### src/rtl/usr_pkg.sv
package usr_pkg;

	// register byte addresses on the apb slave
	localparam int          USR_AW          = 12;
	localparam logic [11:0] USR_CTRL_OFF    = 12'h000;
	localparam logic [11:0] USR_CMD_OFF     = 12'h004;
	localparam logic [11:0] USR_STATUS_OFF  = 12'h008;
	localparam logic [11:0] USR_COUNT_OFF   = 12'h00C;
	localparam logic [11:0] USR_LAST_OFF    = 12'h010;
	localparam logic [11:0] USR_PINS_OFF    = 12'h014;

	// control fields and reset value
	localparam int          USR_CTRL_SRC    = 0;
	localparam int          USR_CTRL_RUN    = 1;
	localparam logic [1:0]  USR_CTRL_RST    = 2'h0;

	// status fields
	localparam int          USR_ST_STAGE    = 0;
	localparam int          USR_ST_EMPTY    = 4;
	localparam int          USR_ST_FULL     = 5;
	localparam int          USR_ST_LOADED   = 6;
	localparam int          USR_ST_LEVEL    = 8;

	// stage count, command width and command queue depth
	localparam int          USR_STAGES      = 4;
	localparam int          USR_CMD_W       = 8;
	localparam int          USR_FIFO_DEPTH  = 16;
	localparam int          USR_LVL_W       = 5;
	localparam int          USR_CNT_W       = 8;
	localparam logic [7:0]  USR_CNT_RST     = 8'h00;
	localparam int          USR_SYNC_W      = 8;

	// select pattern {first, second}
	typedef enum logic [1:0] {
		USR_LOAD  = 2'h0,
		USR_SHR   = 2'h1,
		USR_SHL   = 2'h2,
		USR_HOLD  = 2'h3
	} usr_mode_e;

	typedef struct packed {
		logic       sel_first;
		logic       sel_second;
		logic       left_in;
		logic       right_in;
		logic [3:0] par;
	} usr_cmd_s;

endpackage : usr_pkg

### src/rtl/usr_fifo.sv
`timescale 1ns/1ps
`default_nettype none

module usr_fifo #(
	parameter int WIDTH = 8,
	parameter int DEPTH = 16,
	parameter int LVL_W = $clog2(DEPTH) + 1
) (
	// clock and reset
	input  wire logic             pclk,
	input  wire logic             presetn,
	// fill side
	input  wire logic             in_valid,
	output logic                  in_ready,
	input  wire logic [WIDTH-1:0] in_data,
	// drain side
	output logic                  out_valid,
	input  wire logic             out_ready,
	output logic      [WIDTH-1:0] out_data,
	// occupancy
	output logic      [LVL_W-1:0] level
);

	localparam int PW = LVL_W - 1;

	logic [WIDTH-1:0] mem [DEPTH];
	logic [LVL_W-1:0] wr_q;
	logic [LVL_W-1:0] rd_q;
	logic             push;
	logic             pop;

	assign level     = wr_q - rd_q;
	assign in_ready  = (level != LVL_W'(DEPTH));
	assign out_valid = (wr_q != rd_q);
	assign out_data  = mem[rd_q[PW-1:0]];
	assign push      = in_valid && in_ready;
	assign pop       = out_valid && out_ready;

	always_ff @(posedge pclk) begin
		if (push) begin
			mem[wr_q[PW-1:0]] <= in_data;
		end
	end

	always_ff @(posedge pclk or negedge presetn) begin
		if (!presetn) begin
			wr_q <= '0;
			rd_q <= '0;
		end else begin
			if (push) begin
				wr_q <= wr_q + LVL_W'(1);
			end
			if (pop) begin
				rd_q <= rd_q + LVL_W'(1);
			end
		end
	end

endmodule : usr_fifo

`default_nettype wire

### src/rtl/usr_shift_top.sv
// How it works
// - select pattern low-low loads parallel inputs into the same-index stages.
// - low-high shifts toward stage zero; stage three takes right serial input.
// - high-low shifts toward stage three; stage zero takes left serial input.
// - high-high keeps all four stages unchanged on the edge.
// - stages change only at rising clock edges, sampling selects and data there.
// - operation chosen by selects, applied only while run is set and a command is ready; the clock is never gated.
// - all four stage values drive the outputs continuously.
//
// Chosen here: register access over APB and the register offsets.
`timescale 1ns/1ps
`default_nettype none

module usr_shift_top
	import usr_pkg::*;
(
	// clock and reset
	input  wire logic        pclk,
	input  wire logic        presetn,
	// apb slave
	input  wire logic [11:0] paddr,
	input  wire logic        psel,
	input  wire logic        penable,
	input  wire logic        pwrite,
	input  wire logic [31:0] pwdata,
	input  wire logic [3:0]  pstrb,
	output logic      [31:0] prdata,
	output logic             pready,
	output logic             pslverr,
	// operation selects
	input  wire logic        op_select_first,
	input  wire logic        op_select_second,
	// serial inputs
	input  wire logic        left_serial_in,
	input  wire logic        right_serial_in,
	// parallel inputs
	input  wire logic        par_in_0,
	input  wire logic        par_in_1,
	input  wire logic        par_in_2,
	input  wire logic        par_in_3,
	// stage outputs
	output logic             stage_out_0,
	output logic             stage_out_1,
	output logic             stage_out_2,
	output logic             stage_out_3
);

	logic [1:0]            ctrl_q;
	logic [USR_STAGES-1:0] stage_q;
	logic [USR_STAGES-1:0] stage_d;
	logic                  loaded_q;
	logic [31:0]           prdata_q;
	logic                  err_q;
	usr_cmd_s              last_q;
	logic [USR_CNT_W-1:0]  cnt_q [4];

	logic [USR_SYNC_W-1:0] pins_raw;
	logic [USR_SYNC_W-1:0] pins_sync;
	usr_cmd_s              pin_cmd;
	usr_cmd_s              fifo_cmd;
	usr_cmd_s              cur_cmd;
	usr_mode_e             cur_mode;
	logic                  src_fifo;
	logic                  run;
	logic                  apply;
	logic                  fifo_in_valid;
	logic                  fifo_in_ready;
	logic                  fifo_out_valid;
	logic                  fifo_out_ready;
	logic [USR_LVL_W-1:0]  fifo_level;
	logic [USR_CMD_W-1:0]  fifo_out_data;
	logic [USR_STAGES-1:0] shr_src;
	logic [USR_STAGES-1:0] shl_src;

	logic                  setup;
	logic                  access;
	logic                  wr_ok;
	logic                  wr_ctrl;
	logic                  wr_cmd;
	logic                  wr_count;
	logic                  cmd_stall;
	logic                  cmd_full_err;
	logic                  addr_hit;
	logic [31:0]           rd_mux;

	// pin path
	assign pins_raw = {op_select_first, op_select_second, left_serial_in, right_serial_in,
		par_in_3, par_in_2, par_in_1, par_in_0};

	usr_sync #(
		.WIDTH (USR_SYNC_W)
	) u_sync (
		.pclk     (pclk),
		.presetn  (presetn),
		.async_in (pins_raw),
		.sync_out (pins_sync)
	);

	assign pin_cmd = usr_cmd_s'(pins_sync);

	// command queue written by software
	usr_fifo #(
		.WIDTH (USR_CMD_W),
		.DEPTH (USR_FIFO_DEPTH),
		.LVL_W (USR_LVL_W)
	) u_fifo (
		.pclk      (pclk),
		.presetn   (presetn),
		.in_valid  (fifo_in_valid),
		.in_ready  (fifo_in_ready),
		.in_data   (pwdata[USR_CMD_W-1:0]),
		.out_valid (fifo_out_valid),
		.out_ready (fifo_out_ready),
		.out_data  (fifo_out_data),
		.level     (fifo_level)
	);

	assign fifo_cmd = usr_cmd_s'(fifo_out_data);

	// operation source and select decode
	assign src_fifo       = ctrl_q[USR_CTRL_SRC];
	assign run            = ctrl_q[USR_CTRL_RUN];
	assign cur_cmd        = src_fifo ? fifo_cmd : pin_cmd;
	assign cur_mode       = usr_mode_e'({cur_cmd.sel_first, cur_cmd.sel_second});
	assign apply          = run && (!src_fifo || fifo_out_valid);
	assign fifo_out_ready = run && src_fifo;

	// neighbour sources for each shift direction
	assign shr_src = {cur_cmd.right_in, stage_q[USR_STAGES-1:1]};
	assign shl_src = {stage_q[USR_STAGES-2:0], cur_cmd.left_in};

	for (genvar i = 0; i < USR_STAGES; i++) begin : g_stage
		always_comb begin
			case (cur_mode)
				USR_LOAD: stage_d[i] = cur_cmd.par[i];
				USR_SHR:  stage_d[i] = shr_src[i];
				USR_SHL:  stage_d[i] = shl_src[i];
				USR_HOLD: stage_d[i] = stage_q[i];
				default:  stage_d[i] = stage_q[i];
			endcase
		end

		// each stage takes the parallel input of its own index
		load_stage_a: assert property (@(posedge pclk) disable iff (!presetn)
			apply && cur_mode == USR_LOAD |=> stage_q[i] == $past(cur_cmd.par[i]))
			else $error("a stage missed its own parallel input");
	end

	// stages carry no reset: contents stay unknown until a load or serial entry writes them
	always_ff @(posedge pclk) begin
		if (apply) begin
			stage_q <= stage_d;
		end
	end

	always_ff @(posedge pclk or negedge presetn) begin
		if (!presetn) begin
			loaded_q <= 1'b0;
		end else if (apply && cur_mode == USR_LOAD) begin
			loaded_q <= 1'b1;
		end
	end

	assign stage_out_0 = stage_q[0];
	assign stage_out_1 = stage_q[1];
	assign stage_out_2 = stage_q[2];
	assign stage_out_3 = stage_q[3];

	// last command applied
	always_ff @(posedge pclk or negedge presetn) begin
		if (!presetn) begin
			last_q <= '0;
		end else if (apply) begin
			last_q <= cur_cmd;
		end
	end

	// apb decode
	assign setup        = psel && !penable;
	assign access       = psel && penable;
	assign wr_ok        = access && pwrite && pstrb[0];
	assign wr_ctrl      = wr_ok && paddr == USR_CTRL_OFF;
	assign wr_cmd       = wr_ok && paddr == USR_CMD_OFF;
	assign wr_count     = wr_ok && paddr == USR_COUNT_OFF;
	// a full queue that is draining stalls the bus; one that is not refuses
	assign cmd_stall    = wr_cmd && !fifo_in_ready && fifo_out_ready;
	assign cmd_full_err = wr_cmd && !fifo_in_ready && !fifo_out_ready;
	assign fifo_in_valid = wr_cmd && fifo_in_ready;

	assign pready  = !cmd_stall;
	assign pslverr = access && (err_q || cmd_full_err);
	assign prdata  = prdata_q;

	always_comb begin
		addr_hit = 1'b1;
		rd_mux   = 32'h0000_0000;
		case (paddr)
			USR_CTRL_OFF: begin
				rd_mux[1:0] = ctrl_q;
			end
			USR_CMD_OFF: begin
				rd_mux = 32'h0000_0000;
			end
			USR_STATUS_OFF: begin
				rd_mux[USR_ST_STAGE +: USR_STAGES] = stage_q;
				rd_mux[USR_ST_EMPTY]                = !fifo_out_valid;
				rd_mux[USR_ST_FULL]                 = !fifo_in_ready;
				rd_mux[USR_ST_LOADED]               = loaded_q;
				rd_mux[USR_ST_LEVEL +: USR_LVL_W]   = fifo_level;
			end
			USR_COUNT_OFF: begin
				rd_mux = {cnt_q[3], cnt_q[2], cnt_q[1], cnt_q[0]};
			end
			USR_LAST_OFF: begin
				rd_mux[USR_CMD_W-1:0] = last_q;
			end
			USR_PINS_OFF: begin
				rd_mux[USR_SYNC_W-1:0] = pins_sync;
			end
			default: begin
				addr_hit = 1'b0;
			end
		endcase
	end

	// read data and address error are captured in the setup phase
	always_ff @(posedge pclk or negedge presetn) begin
		if (!presetn) begin
			prdata_q <= 32'h0000_0000;
			err_q    <= 1'b0;
		end else if (setup) begin
			prdata_q <= pwrite ? 32'h0000_0000 : rd_mux;
			err_q    <= !addr_hit;
		end
	end

	always_ff @(posedge pclk or negedge presetn) begin
		if (!presetn) begin
			ctrl_q <= USR_CTRL_RST;
		end else if (wr_ctrl) begin
			ctrl_q <= pwdata[1:0];
		end
	end

	// edges applied per mode; a count in the clearing cycle survives as one
	for (genvar m = 0; m < 4; m++) begin : g_count
		always_ff @(posedge pclk or negedge presetn) begin
			if (!presetn) begin
				cnt_q[m] <= USR_CNT_RST;
			end else if (apply && cur_mode == usr_mode_e'(m)) begin
				cnt_q[m] <= wr_count ? USR_CNT_W'(1) : cnt_q[m] + USR_CNT_W'(1);
			end else if (wr_count) begin
				cnt_q[m] <= USR_CNT_RST;
			end
		end

		// one applied edge adds exactly one to the counter of its mode
		count_step_a: assert property (@(posedge pclk) disable iff (!presetn)
			apply && cur_mode == usr_mode_e'(m) && !wr_count |=> cnt_q[m] == $past(cnt_q[m]) + USR_CNT_W'(1))
			else $error("mode counter did not step on an applied edge");

		count_clear_a: assert property (@(posedge pclk) disable iff (!presetn)
			wr_count && !(apply && cur_mode == usr_mode_e'(m)) |=> cnt_q[m] == USR_CNT_RST)
			else $error("mode counter survived a clearing write");
	end

	// checks
	load_match_a: assert property (@(posedge pclk) disable iff (!presetn)
		apply && cur_mode == USR_LOAD |=> stage_q == $past(cur_cmd.par))
		else $error("parallel load did not reach the stages");

	shift_right_a: assert property (@(posedge pclk) disable iff (!presetn)
		apply && loaded_q && cur_mode == USR_SHR
		|=> stage_q == {$past(cur_cmd.right_in), $past(stage_q[3:1])})
		else $error("shift toward stage zero gave wrong stages");

	shift_left_a: assert property (@(posedge pclk) disable iff (!presetn)
		apply && loaded_q && cur_mode == USR_SHL
		|=> stage_q == {$past(stage_q[2:0]), $past(cur_cmd.left_in)})
		else $error("shift toward stage three gave wrong stages");

	hold_keep_a: assert property (@(posedge pclk) disable iff (!presetn)
		apply && loaded_q && cur_mode == USR_HOLD |=> $stable(stage_q))
		else $error("hold pattern changed a stage");

	idle_keep_a: assert property (@(posedge pclk) disable iff (!presetn)
		!apply && loaded_q |=> $stable(stage_q))
		else $error("stages changed without an applied edge");

	pin_every_edge_a: assert property (@(posedge pclk) disable iff (!presetn)
		run && !src_fifo |-> apply ##1 (last_q == $past(pin_cmd)))
		else $error("pin operation skipped a clock edge");

	status_stage_a: assert property (@(posedge pclk) disable iff (!presetn)
		setup && !pwrite && paddr == USR_STATUS_OFF && loaded_q
		|=> prdata[3:0] == $past(stage_q) && stage_out_0 == stage_q[0] && stage_out_3 == stage_q[3])
		else $error("stage readout disagrees with the stages");

	loaded_flag_a: assert property (@(posedge pclk) disable iff (!presetn)
		apply && cur_mode == USR_LOAD && !loaded_q |=> loaded_q ##1 loaded_q)
		else $error("first load did not mark the stages as loaded");

	// serial entry reaches the end stages even before the first load
	right_entry_a: assert property (@(posedge pclk) disable iff (!presetn)
		apply && cur_mode == USR_SHR |=> stage_q[USR_STAGES-1] == $past(cur_cmd.right_in))
		else $error("right serial input did not reach stage three");

	left_entry_a: assert property (@(posedge pclk) disable iff (!presetn)
		apply && cur_mode == USR_SHL |=> stage_q[0] == $past(cur_cmd.left_in))
		else $error("left serial input did not reach stage zero");

	// the command sampled at the edge is the one recorded
	sampled_cmd_a: assert property (@(posedge pclk) disable iff (!presetn)
		apply |=> last_q == $past(cur_cmd))
		else $error("recorded command differs from the sampled one");

	last_hold_a: assert property (@(posedge pclk) disable iff (!presetn)
		!apply |=> $stable(last_q))
		else $error("recorded command changed without an applied edge");

	// an empty queue leaves the stages alone
	empty_hold_a: assert property (@(posedge pclk) disable iff (!presetn)
		run && src_fifo && !fifo_out_valid && loaded_q |=> $stable(stage_q))
		else $error("stages moved while the queue was empty");

	// serial readout from either end stage
	right_serial_out_a: assert property (@(posedge pclk) disable iff (!presetn)
		loaded_q && apply && cur_mode == USR_SHR |=> stage_out_0 == $past(stage_q[1]))
		else $error("stage zero output missed the shifted bit");

	left_serial_out_a: assert property (@(posedge pclk) disable iff (!presetn)
		loaded_q && apply && cur_mode == USR_SHL |=> stage_out_3 == $past(stage_q[2]))
		else $error("stage three output missed the shifted bit");

	// first select is the high bit of the synced pin vector
	pin_mode_a: assert property (@(posedge pclk) disable iff (!presetn)
		run && !src_fifo |-> cur_mode == usr_mode_e'(pins_sync[USR_SYNC_W-1 -: 2]))
		else $error("pin selects decoded in the wrong order");

	loaded_sticky_a: assert property (@(posedge pclk) disable iff (!presetn)
		loaded_q |=> loaded_q)
		else $error("loaded flag dropped without a reset");

	flag_only_load_a: assert property (@(posedge pclk) disable iff (!presetn)
		!loaded_q && !(apply && cur_mode == USR_LOAD) |=> !loaded_q)
		else $error("loaded flag set without a parallel load");

	status_flags_a: assert property (@(posedge pclk) disable iff (!presetn)
		setup && !pwrite && paddr == USR_STATUS_OFF
		|=> prdata[USR_ST_LOADED] == $past(loaded_q) && prdata[USR_ST_EMPTY] == $past(!fifo_out_valid))
		else $error("status flags disagree with the block state");

endmodule : usr_shift_top

`default_nettype wire

### src/rtl/usr_sync.sv
`timescale 1ns/1ps
`default_nettype none

module usr_sync #(
	parameter int WIDTH = 8
) (
	// clock and reset
	input  wire logic             pclk,
	input  wire logic             presetn,
	// asynchronous inputs and their synchronised copy
	input  wire logic [WIDTH-1:0] async_in,
	output logic      [WIDTH-1:0] sync_out
);

	logic [WIDTH-1:0] meta_q;

	// meta_q feeds only the second stage
	always_ff @(posedge pclk or negedge presetn) begin
		if (!presetn) begin
			meta_q   <= '0;
			sync_out <= '0;
		end else begin
			meta_q   <= async_in;
			sync_out <= meta_q;
		end
	end

endmodule : usr_sync

`default_nettype wire

### config.mk
export PLATFORM = sky130hd
export DESIGN_NAME = usr_shift_top
export DESIGN_NICKNAME = d
export VERILOG_FILES = /design/src/rtl/usr_pkg.sv /design/src/rtl/usr_fifo.sv /design/src/rtl/usr_shift_top.sv /design/src/rtl/usr_sync.sv
export SDC_FILE = /design/constraint.sdc
export NUM_CORES = 1
export LEC_CHECK = 0
export BUFFER_PORTS_ARGS = -buffer_cell sky130_fd_sc_hd__buf_2
export CORE_MARGIN = 2
export CORE_UTILIZATION = 30
export DETAILED_ROUTE_END_ITERATION = 8
export GPL_TIMING_DRIVEN = 0
export SLEW_MARGIN = 20
export SYNTH_ARGS = -nofsm -noshare
export SYNTH_HDL_FRONTEND = slang
export SYNTH_SLANG_ARGS = --single-unit
### constraint.sdc
create_clock -name pclk -period 4.05 [get_ports pclk]
set_clock_uncertainty 0.05 [all_clocks]
set_input_delay 0.405 -clock pclk [delete_from_list [all_inputs] [get_ports pclk]]
set_output_delay 0.405 -clock pclk [all_outputs]
set_load 0.05 [all_outputs]
### Word-level counts from Yosys, hierarchy flattened

Memory sizes are Yosys's and may differ from the RTL's.
Cells that the tools add are included.

* register bits: 106
* RAM bits: 128
* word-level logic and storage cells: 97
* memories: 1

* add/subtract/negate cells: 7
* equal/unequal tests: 10
* multiplexer cells: 23
* bitwise gates (word level): 1
* reduce and logical (&&, ||, !) cells: 37

Memory list
* u_fifo.mem: words 16, width 8, read ports 1, clocked after Yosys merged registers in 0, write ports 1, RTL line usr_fifo.sv:26 `logic [WIDTH-1:0] mem [DEPTH];`

Operator list (count)
* two-way mux 8 bit: 10
* adder 8 x 1 -> 8 bit (second input constant): 4
* two-way mux 32 bit: 1
* == test 12 x 4 -> 1 bit (second input constant): 2
* == test 12 x 5 -> 1 bit (second input constant): 2
* logical AND 1 bit: 20
* case mux 5 bit (4 select lines): 1
* two-way mux 19 bit: 1
* case mux 1 bit (3 select lines): 5
* == test 12 x 3 -> 1 bit (second input constant): 1
* logical NOT 12 bit: 1
* adder 5 x 1 -> 5 bit (second input constant): 2
* case mux 2 bit (5 select lines): 1
* case mux 5 bit (2 select lines): 1
* nonzero test 2 bit: 4
* logical NOT 1 bit: 7
* OR reduction 6 bit: 1
* inequality test 5 bit: 1
* inequality test 5 bit (second input constant): 1
* subtractor 5 bit: 1
* == test 2 bit (second input constant): 2
* two-way mux 1 bit: 3
* == test 2 x 1 -> 1 bit (second input constant): 1
* logical NOT 2 bit: 1
* other kinds (3): 4

### Depth between registers and ports, before layout

Gate-level depths: netlist of the first run.

* depth in word-level cells: 8
* gate-level depth with buffers: 14

### Modules after synthesis

From an unflattened synthesis of the first run, not the netlist that was laid out.

* cell total of the unflattened synthesis: 658
* area total of the unflattened synthesis: 10020.9 um2

Modules (own cells, without submodules)
* usr_fifo: times used 1, cells an instance 264, area an instance 5616.6 um2, seq. area each 4093.9 um2
* usr_shift_top: times used 1, cells an instance 378, area an instance 4003.8 um2, seq. area each 2021.9 um2
* usr_sync: times used 1, cells an instance 16, area an instance 400.4 um2, seq. area each 400.4 um2

### Worst setup path after synthesis of the first run

Ideal clock, no wire load.

* path kind: reg-to-output
* start: register u_fifo.rd_q[2]
* end: output port pslverr
* arrival: 2.931 ns
* required time: 3.595 ns
* path slack: 0.664 ns
* stages on the path, launching flop included: 11
* path through: dfrtp_1 buf_6 buf_12 clkbuf_1 inv_1 ha_1 nand2b_1 a21oi_1 xnor2_1 nand4_1 a21oi_1

* longest elaborated chain between the ends: 7

Ends and longest elaborated chain
* start: declaration: RTL line usr_fifo.sv:28 `logic [LVL_W-1:0] rd_q;`
* start signal: assignment: RTL line usr_fifo.sv:54 `rd_q <= rd_q + LVL_W'(1);`
* subtractor 5 bit: RTL line usr_fifo.sv:32 `assign level = wr_q - rd_q;`
* inequality test 5 bit: RTL line usr_fifo.sv:33 `assign in_ready = (level != LVL_W'(DEPTH));`
* logical NOT 1 bit: RTL line usr_shift_top.sv:187 `assign cmd_full_err = wr_cmd && !fifo_in_ready && !fifo_out_ready;`
* logical AND 1 bit (2 in series): RTL line usr_shift_top.sv:187
* logical OR 1 bit: RTL line usr_shift_top.sv:191 `assign pslverr = access && (err_q || cmd_full_err);`
* logical AND 1 bit: RTL line usr_shift_top.sv:191
* end: declaration: RTL line usr_shift_top.sv:29 `output logic pslverr,`

Every way passes these cells.

==> flow_summary.yaml, run 1 <==
outcome:
  status: "completed"
synthesis:
  yosysTopAreaCell: "edfxtp_1"
  netlist_area_um2: 10200
  synthFlopType: "edfxtp_1"
  synth_area_per_cell_um2: 14.0
  ys_seq_area_share_pct: 63.8
  yosys_warnings: 0
  syn_inst: 727
  ys_types: 61
  syn-num-nets: 806
  synthTopCellsByArea: "edfxtp_1 (39%), dfrtp_1 (25%), mux4_2 (5.1%), mux2i_1 (2.3%), a22o_1 (2.2%)"
  synth_top_area_share_pct: 38.8
  async_flop_share_pct: 43.6
  synth_edf_count: 132
  synth-seq-cells: 234
final_layout:
  multiInputGateArea_um2: 3440
  num-fill-cells: 3299
  num-nets-final: 912
  final_common_cell: "edfxtp_1"
  diodes: 0
  final_cell_mix: "edfxtp_1 (132), dfrtp_1 (102), buf_2 (79), nand2_1 (48), nor2_1 (46)"
  utilization_pct: 36.0
  syn_to_final_growth_pct: 18.2
  final-seq-area_um2: 6520
  fin_area_um2: 12100
  drive_gt1_share_pct: 19.9
timing:
  post-route-min-period_ns: 3.79
  totalNegativeSetupSlack_ns: 0
  fin_crit_sh_pct: 93.5
  worst_slack_ns: 0.264
  finalSetupViolCount: 0
  rsz0062_at_grt: "no"
  worst_slew_pin_slew_ns: 1.13
  finalHoldViolations: 0
  maxSlewViolCount: 0
  maxSlewHeadroom_pct: 24.2
  max_freq_mhz: 264
pwr:
  p_clk_share_pct: 46.2
  pwr-share-comb_pct: 2.7
  vdd_ir_drop_max_mv: 0.344
  power_density_nw_per_um2: 412
  switching_share_pct: 20.2
  internal_power_uw: 3980
  p_seq_share_pct: 51.1
  power_leakage_uw: 0.00454
  netSwitchingPower_uw: 1000
clock_network:
  cts-root-buf: "clkbuf_16"
  clockBufferDepth: 3
  cts_buffers: 25
  htreeDepth: 1
  cts_num_sinks: 234
  tritoncts: "yes"
  clkTransAtPathRegs_ns: 0.06
  clk_latency_ns: 0.52
hold_path:
  hold_path_class: "in -> reg"
global_routing:
  grt_max_degree: 60
  grt_pass1_wl_mm: 38.3
  antenna_found_initial: 1
  grt.total_usage_pct: 13.9
  grt_pass1_vias: 6374
  overflow: 0
route:
  vias_per_cell: 4.97
  ant_nets: 0
  vias: 6437
  detail_route.wl_per_cell_um: 19.1
  first_iter_violations: 482
  drt_drc_violations_left: 0
  totalWireLength_mm: 24.7
  dr.pass1.iters: 5
die:
  die_height_um: 188
  start_util_pct: 30.4
  die_area_um2: 35500
  ioPinCount: 99
  die_w_um: 188
  num_rows: 67
  core_area_um2: 33500
placement:
  gp_congestion: 0.864
  placed_cell_area_um2: 11200
  place_hpwl_mm: 17.2
  post-place-ws_ns: 0.0996
  io_buffers: 71
setup_path:
  cp_cell_sequence: "buf_2 > buf_4 > mux4_1 > o22ai_1 > nor3_1 > a21oi_1 > inv_1 > ha_1 > clkbuf_1 > nand2_1 > nor4_1 > xnor2_1 > nor2_1"
  critPathLaunchType: "register"
  cp_max_fo: 10
  cp.required_ns: 4.40
  criticalPathCategory: "reg -> reg"
  crit_path_max_incr_delay_ns: 0.49
  crit_path_end_kind: "register"
  worstPathArrival_ns: 4.14
  crit_path_top_delay_cell: "dfrtp_1"
flow_run:
  maxCapViolCount: 0
worst max-delay path: cells and delay by family, from the launching register on:
| family | cells | cell delay (ns) |
|---|---|---|
| buffers and inverters | 4 | 1.26 |
| and+or+nand+nor | 4 | 0.90 |
| muxes | 1 | 0.20 |
| AOI/OAI and AO/OA | 2 | 0.26 |
| xor gates and xnor gates | 1 | 0.16 |
| adders and majority gates | 1 | 0.32 |
| DFF | 1 | 0.49 |
cell families after synthesis:
group	share of synthesized area, %
AO/OA/AOI/OAI	8.16
XOR/XNOR	3.35
adder cells (fa/ha/maj)	2.28
buffers and inverters	2.63
flip-flops	63.8
multiplexers	8.95
AND/OR/NAND/NOR	10.8
path summary, 6_finish.rpt:
check	to	cells past startpoint	slack (ns)	startpoint
max	cnt_q[15]	13	0.26	u_fifo.rd_q[1]
min	u_fifo.mem[10][5]	1	0.22	pwdata[5]
max reg2reg	cnt_q[15]	13	0.26	u_fifo.rd_q[1]
min reg2reg	u_sync.sync_out[0]	0	0.29	u_sync.meta_q[0]
max in group asynchronous	u_sync.sync_out[5]	3	2.99	presetn
min in group asynchronous	prdata[16]	2	0.32	presetn
flip-flops by register name, summed over array words and instances, names as in the netlist:
| register | count |
|---|---|
| err_q | 1 |
| stage_q | 4 |
| ctrl_q | 2 |
| u_fifo.rd_q | 5 |
| u_fifo.mem | 128 |
| prdata | 32 |
| loaded_q | 1 |
| u_sync.sync_out | 8 |
| u_sync.meta_q | 8 |
| u_fifo.wr_q | 5 |
| cnt_q | 32 |
| last_q | 8 |
final cells by class:
cell class	instances	area share, %
Tap cell	448	4.64
Inverter	15	0.466
Sequential cell	234	54.0
Clock buffer	31	5.45
Buffer	35	1.70
Multi-Input combinational cell	441	28.5
Timing Repair Buffer	81	3.97
Clock inverter	9	1.29
synth_stat cells, drive strengths merged, types with 2 or more instances:
cell type / n
and4: 7
xor2: 20
nor2: 48
edfxtp: 132
ha: 17
and4b: 2
buf: 21
mux2i: 23
a21oi: 34
nand2b: 10
nor3: 13
or3: 5
mux4: 28
xnor2: 19
a22o: 26
nor2b: 6
o22ai: 11
or2: 2
nor4: 2
inv: 13
nand3: 27
dfrtp: 102
o21ai: 15
mux2: 3
and3: 15
a22oi: 8
a31oi: 2
a211oi: 5
clkbuf: 16
nand4: 18
clkinv: 2
nand2: 49
a221oi: 4
a32oi: 3
o31ai: 4
and2: 4
through the flow:
step	hold WS [ns]	std cells	total power, µW
2_1_floorplan	0.0594	727	2640
3_3_place_gp	0.286	1246	2710
3_5_place_dp	0.286	1247	2720
4_1_cts	0.193	1295	5040
5_1_grt	0.211	1294	5150
6_report	0.217	1294	4980
layer usage:
metal	wire length (µm)	GRT usage, %
met1	11500	20.0
met3	1220	2.29
met4	688	3.88
met2	11300	21.6
met5	7	0
power groups by stage:
| stage | Sequential [µW] | Clock [µW] | Combinational (µW) |
|---|---|---|---|
| finish | 2540 | 2300 | 134 |
| global route | 2540 | 2450 | 151 |
| CTS | 2540 | 2360 | 137 |
| detailed placement | 2590 | 0 | 130 |
| global placement | 2590 | 0 | 123 |
| floorplan | 2590 | 0 | 45.3 |
what timing repair did:
| action | in CTS | in global routing |
|---|---|---|
| endpoints found under the hold margin | 51 | 0 |
| hold buffers | 9 | 0 |
| resized for setup | 1 | 0 |
| buffers inserted | 0 | 0 |
| endpoints found under the setup margin | 2 | 2 |
(Power assumes the default switching activity.)
==> run 2, diff against run 1 <==
Settings changed: CORE_ASPECT_RATIO set to 0.9, RECOVER_POWER set to 50.
==> run 2 against run 1 <==
Compared with the run above:
- the flow now finishes with violations (max-capacitance violations, max-slew violations)
- total power decreased by 0.57%
- via count about the same
- critical endpoint is now stage_q[3]
- first-iteration DRC count decreased by 3.9%
- cell count increased by 1.5%
- combinational power about the same
- setup slack got worse by 0.055 ns
- clock-buffer cell count increased by 10
- global-route usage increased by 0.46 points
- largest power group unchanged
- die area about the same
- highest routed layer unchanged
- core utilization decreased by 0.30 points
- sequential share of layout area about the same
==> flow_summary.yaml, run 2 (synthesis gave the netlist of run 1 again) <==
outcome:
  status: "complete, but fails checks"
  violations: "max-capacitance violations, max-slew violations"
timing:
  finalSetupViolCount: 0
  rsz0062_at_grt: "no"
  post-route-min-period_ns: 3.84
  fin_hold_ws_ns: 0.258
  maxSlewViolCount: 31
  maxSlewHeadroom_pct: -15.9
  fin_crit_sh_pct: 94.8
  finalHoldViolations: 0
  totalNegativeSetupSlack_ns: 0
  worst_slew_pin_slew_ns: 1.74
  max_freq_mhz: 260
pwr:
  power_density_nw_per_um2: 410
  power_leakage_uw: 0.00451
  power_uw: 4950
  vdd_ir_drop_max_mv: 0.301
final_layout:
  final_cell_mix: "edfxtp_1 (132), dfrtp_1 (101), buf_2 (69), nand2_1 (49), nor2_1 (47)"
  diodes: 0
  num-nets-final: 912
  final_common_cell: "edfxtp_1"
  drive_gt1_share_pct: 18.2
  syn_to_final_growth_pct: 18.1
  largest_reg_flops: 128
  fin_area_um2: 12100
clock_network:
  clk_latency_ns: 0.55
  cts_buffers: 25
  clkTransAtPathRegs_ns: 0.06
  clockBufferDepth: 3
  htreeDepth: 1
  tritoncts: "yes"
  cts_num_sinks: 234
  cts-root-buf: "clkbuf_16"
placement:
  gp_congestion: 0.858
  placed_cell_area_um2: 11200
  place_hpwl_mm: 17.3
  io_buffers: 71
route:
  totalWireLength_mm: 25.2
  vias_per_cell: 4.90
  drt_drc_violations_left: 0
  vias: 6436
  detail_route.wl_per_cell_um: 19.2
  first_iter_violations: 463
  ant_nets: 0
  dr.pass1.iters: 5
setup_path:
  criticalPathCategory: "reg -> reg"
  worstPathArrival_ns: 4.15
  r2r-start: "u_fifo.rd_q[1]"
  cp_max_fo: 10
  cp.required_ns: 4.36
  crit_path_end_kind: "register"
  startpoint: "u_fifo.rd_q[1]"
  rr_worst_depth: 12
  critPathLaunchType: "register"
global_routing:
  grt_max_degree: 73
  grt_pass1_wl_mm: 38.1
  grt.total_usage_pct: 14.3
  overflow: 0
  grt_pass1_vias: 6319
  antenna_found_initial: 2
die:
  num_rows: 64
  die_w_um: 198
  start_util_pct: 30.2
  ioPinCount: 99
  core_area_um2: 33800
  die_height_um: 179
  die_area_um2: 35500
hold_path:
  hold_path_class: "in -> reg"
  hp-start: "paddr[3]"
  holdPathStages: 3
flow_run:
  maxCapViolCount: 1
run 2: changes by cell type in the layout (fill, tap and decap cells not counted), moves of 2 or more:
| cell | previous run | this run |
|---|---|---|
| a211oi_2 | 3 | 1 |
| buf_2 | 79 | 69 |
| clkbuf_1 | 18 | 32 |
| bufinv_16 | 4 | 0 |
| clkbuf_8 | 1 | 9 |
run 2: power by group:
part | internal [µW] | switching [µW] | total (µW)
clock | 1310 | 960 | 2270
sequential | 2530 | 9.58 | 2540
combinational | 40.5 | 91.3 | 132
run 2: worst max-delay path, stage by stage, from the launching register on:
cell	delay (ns)
dfrtp_1	0.47
buf_2	0.39
buf_4	0.31
mux4_2	0.34
o22ai_1	0.20
nor3_1	0.12
a21oi_1	0.32
ha_1	0.40
clkbuf_1	0.48
nand2_1	0.10
nand2_1	0.12
o221ai_1	0.12
a21oi_1	0.23
run 2: metrics by stage:
stage	util (%)	cells	setup WS (ns)
2_1_floorplan	-	727	0.664
3_3_place_gp	33.0	1260	0.118
3_5_place_dp	33.1	1261	0.0780
4_1_cts	35.8	1314	0.166
5_1_grt	35.7	1314	0.0108
6_report	35.7	1314	0.209
run 2: cell type report:
type	count	area, µm²
Inverter	15	56.3
Timing Repair Buffer	81	459
Buffer	35	201
Sequential cell	234	6520
Clock inverter	5	48.8
Multi-Input combinational cell	441	3420
Fill cell	3341	21700
Clock buffer	41	776
Tap cell	462	578
run 2: final timing paths:
check / slack [ns] / endpoint
setup / recovery: 0.21 / stage_q[3]
hold / removal: 0.26 / err_q
setup reg to reg: 0.21 / stage_q[3]
hold reg to reg: 0.30 / u_sync.sync_out[1]
max in group asynchronous: 2.03 / u_sync.meta_q[1]
min in group asynchronous: 0.82 / prdata[14]
run 2: what timing repair did:
action / CTS / global route
setup endpoints to repair: 2 / 2
gates cloned: 0 / 0
hold buffers: 9 / 0
hold endpoints to repair: 38 / 0
buffers inserted: 0 / 0
pin swaps: 0 / 0
resized for setup: 1 / 2
run 2: routing by layer:
layer / vias up / wire (µm) / part of all wire, % / track usage, %
li1: 2976 / - / - / -
met1: 3249 / 11800 / 47 / 20.2
met2: 158 / 11500 / 45 / 22.5
met3: 49 / 1260 / 5.0 / 2.69
met4: 4 / 623 / 2.5 / 4.10
met5: - / 29 / 0.12 / 0
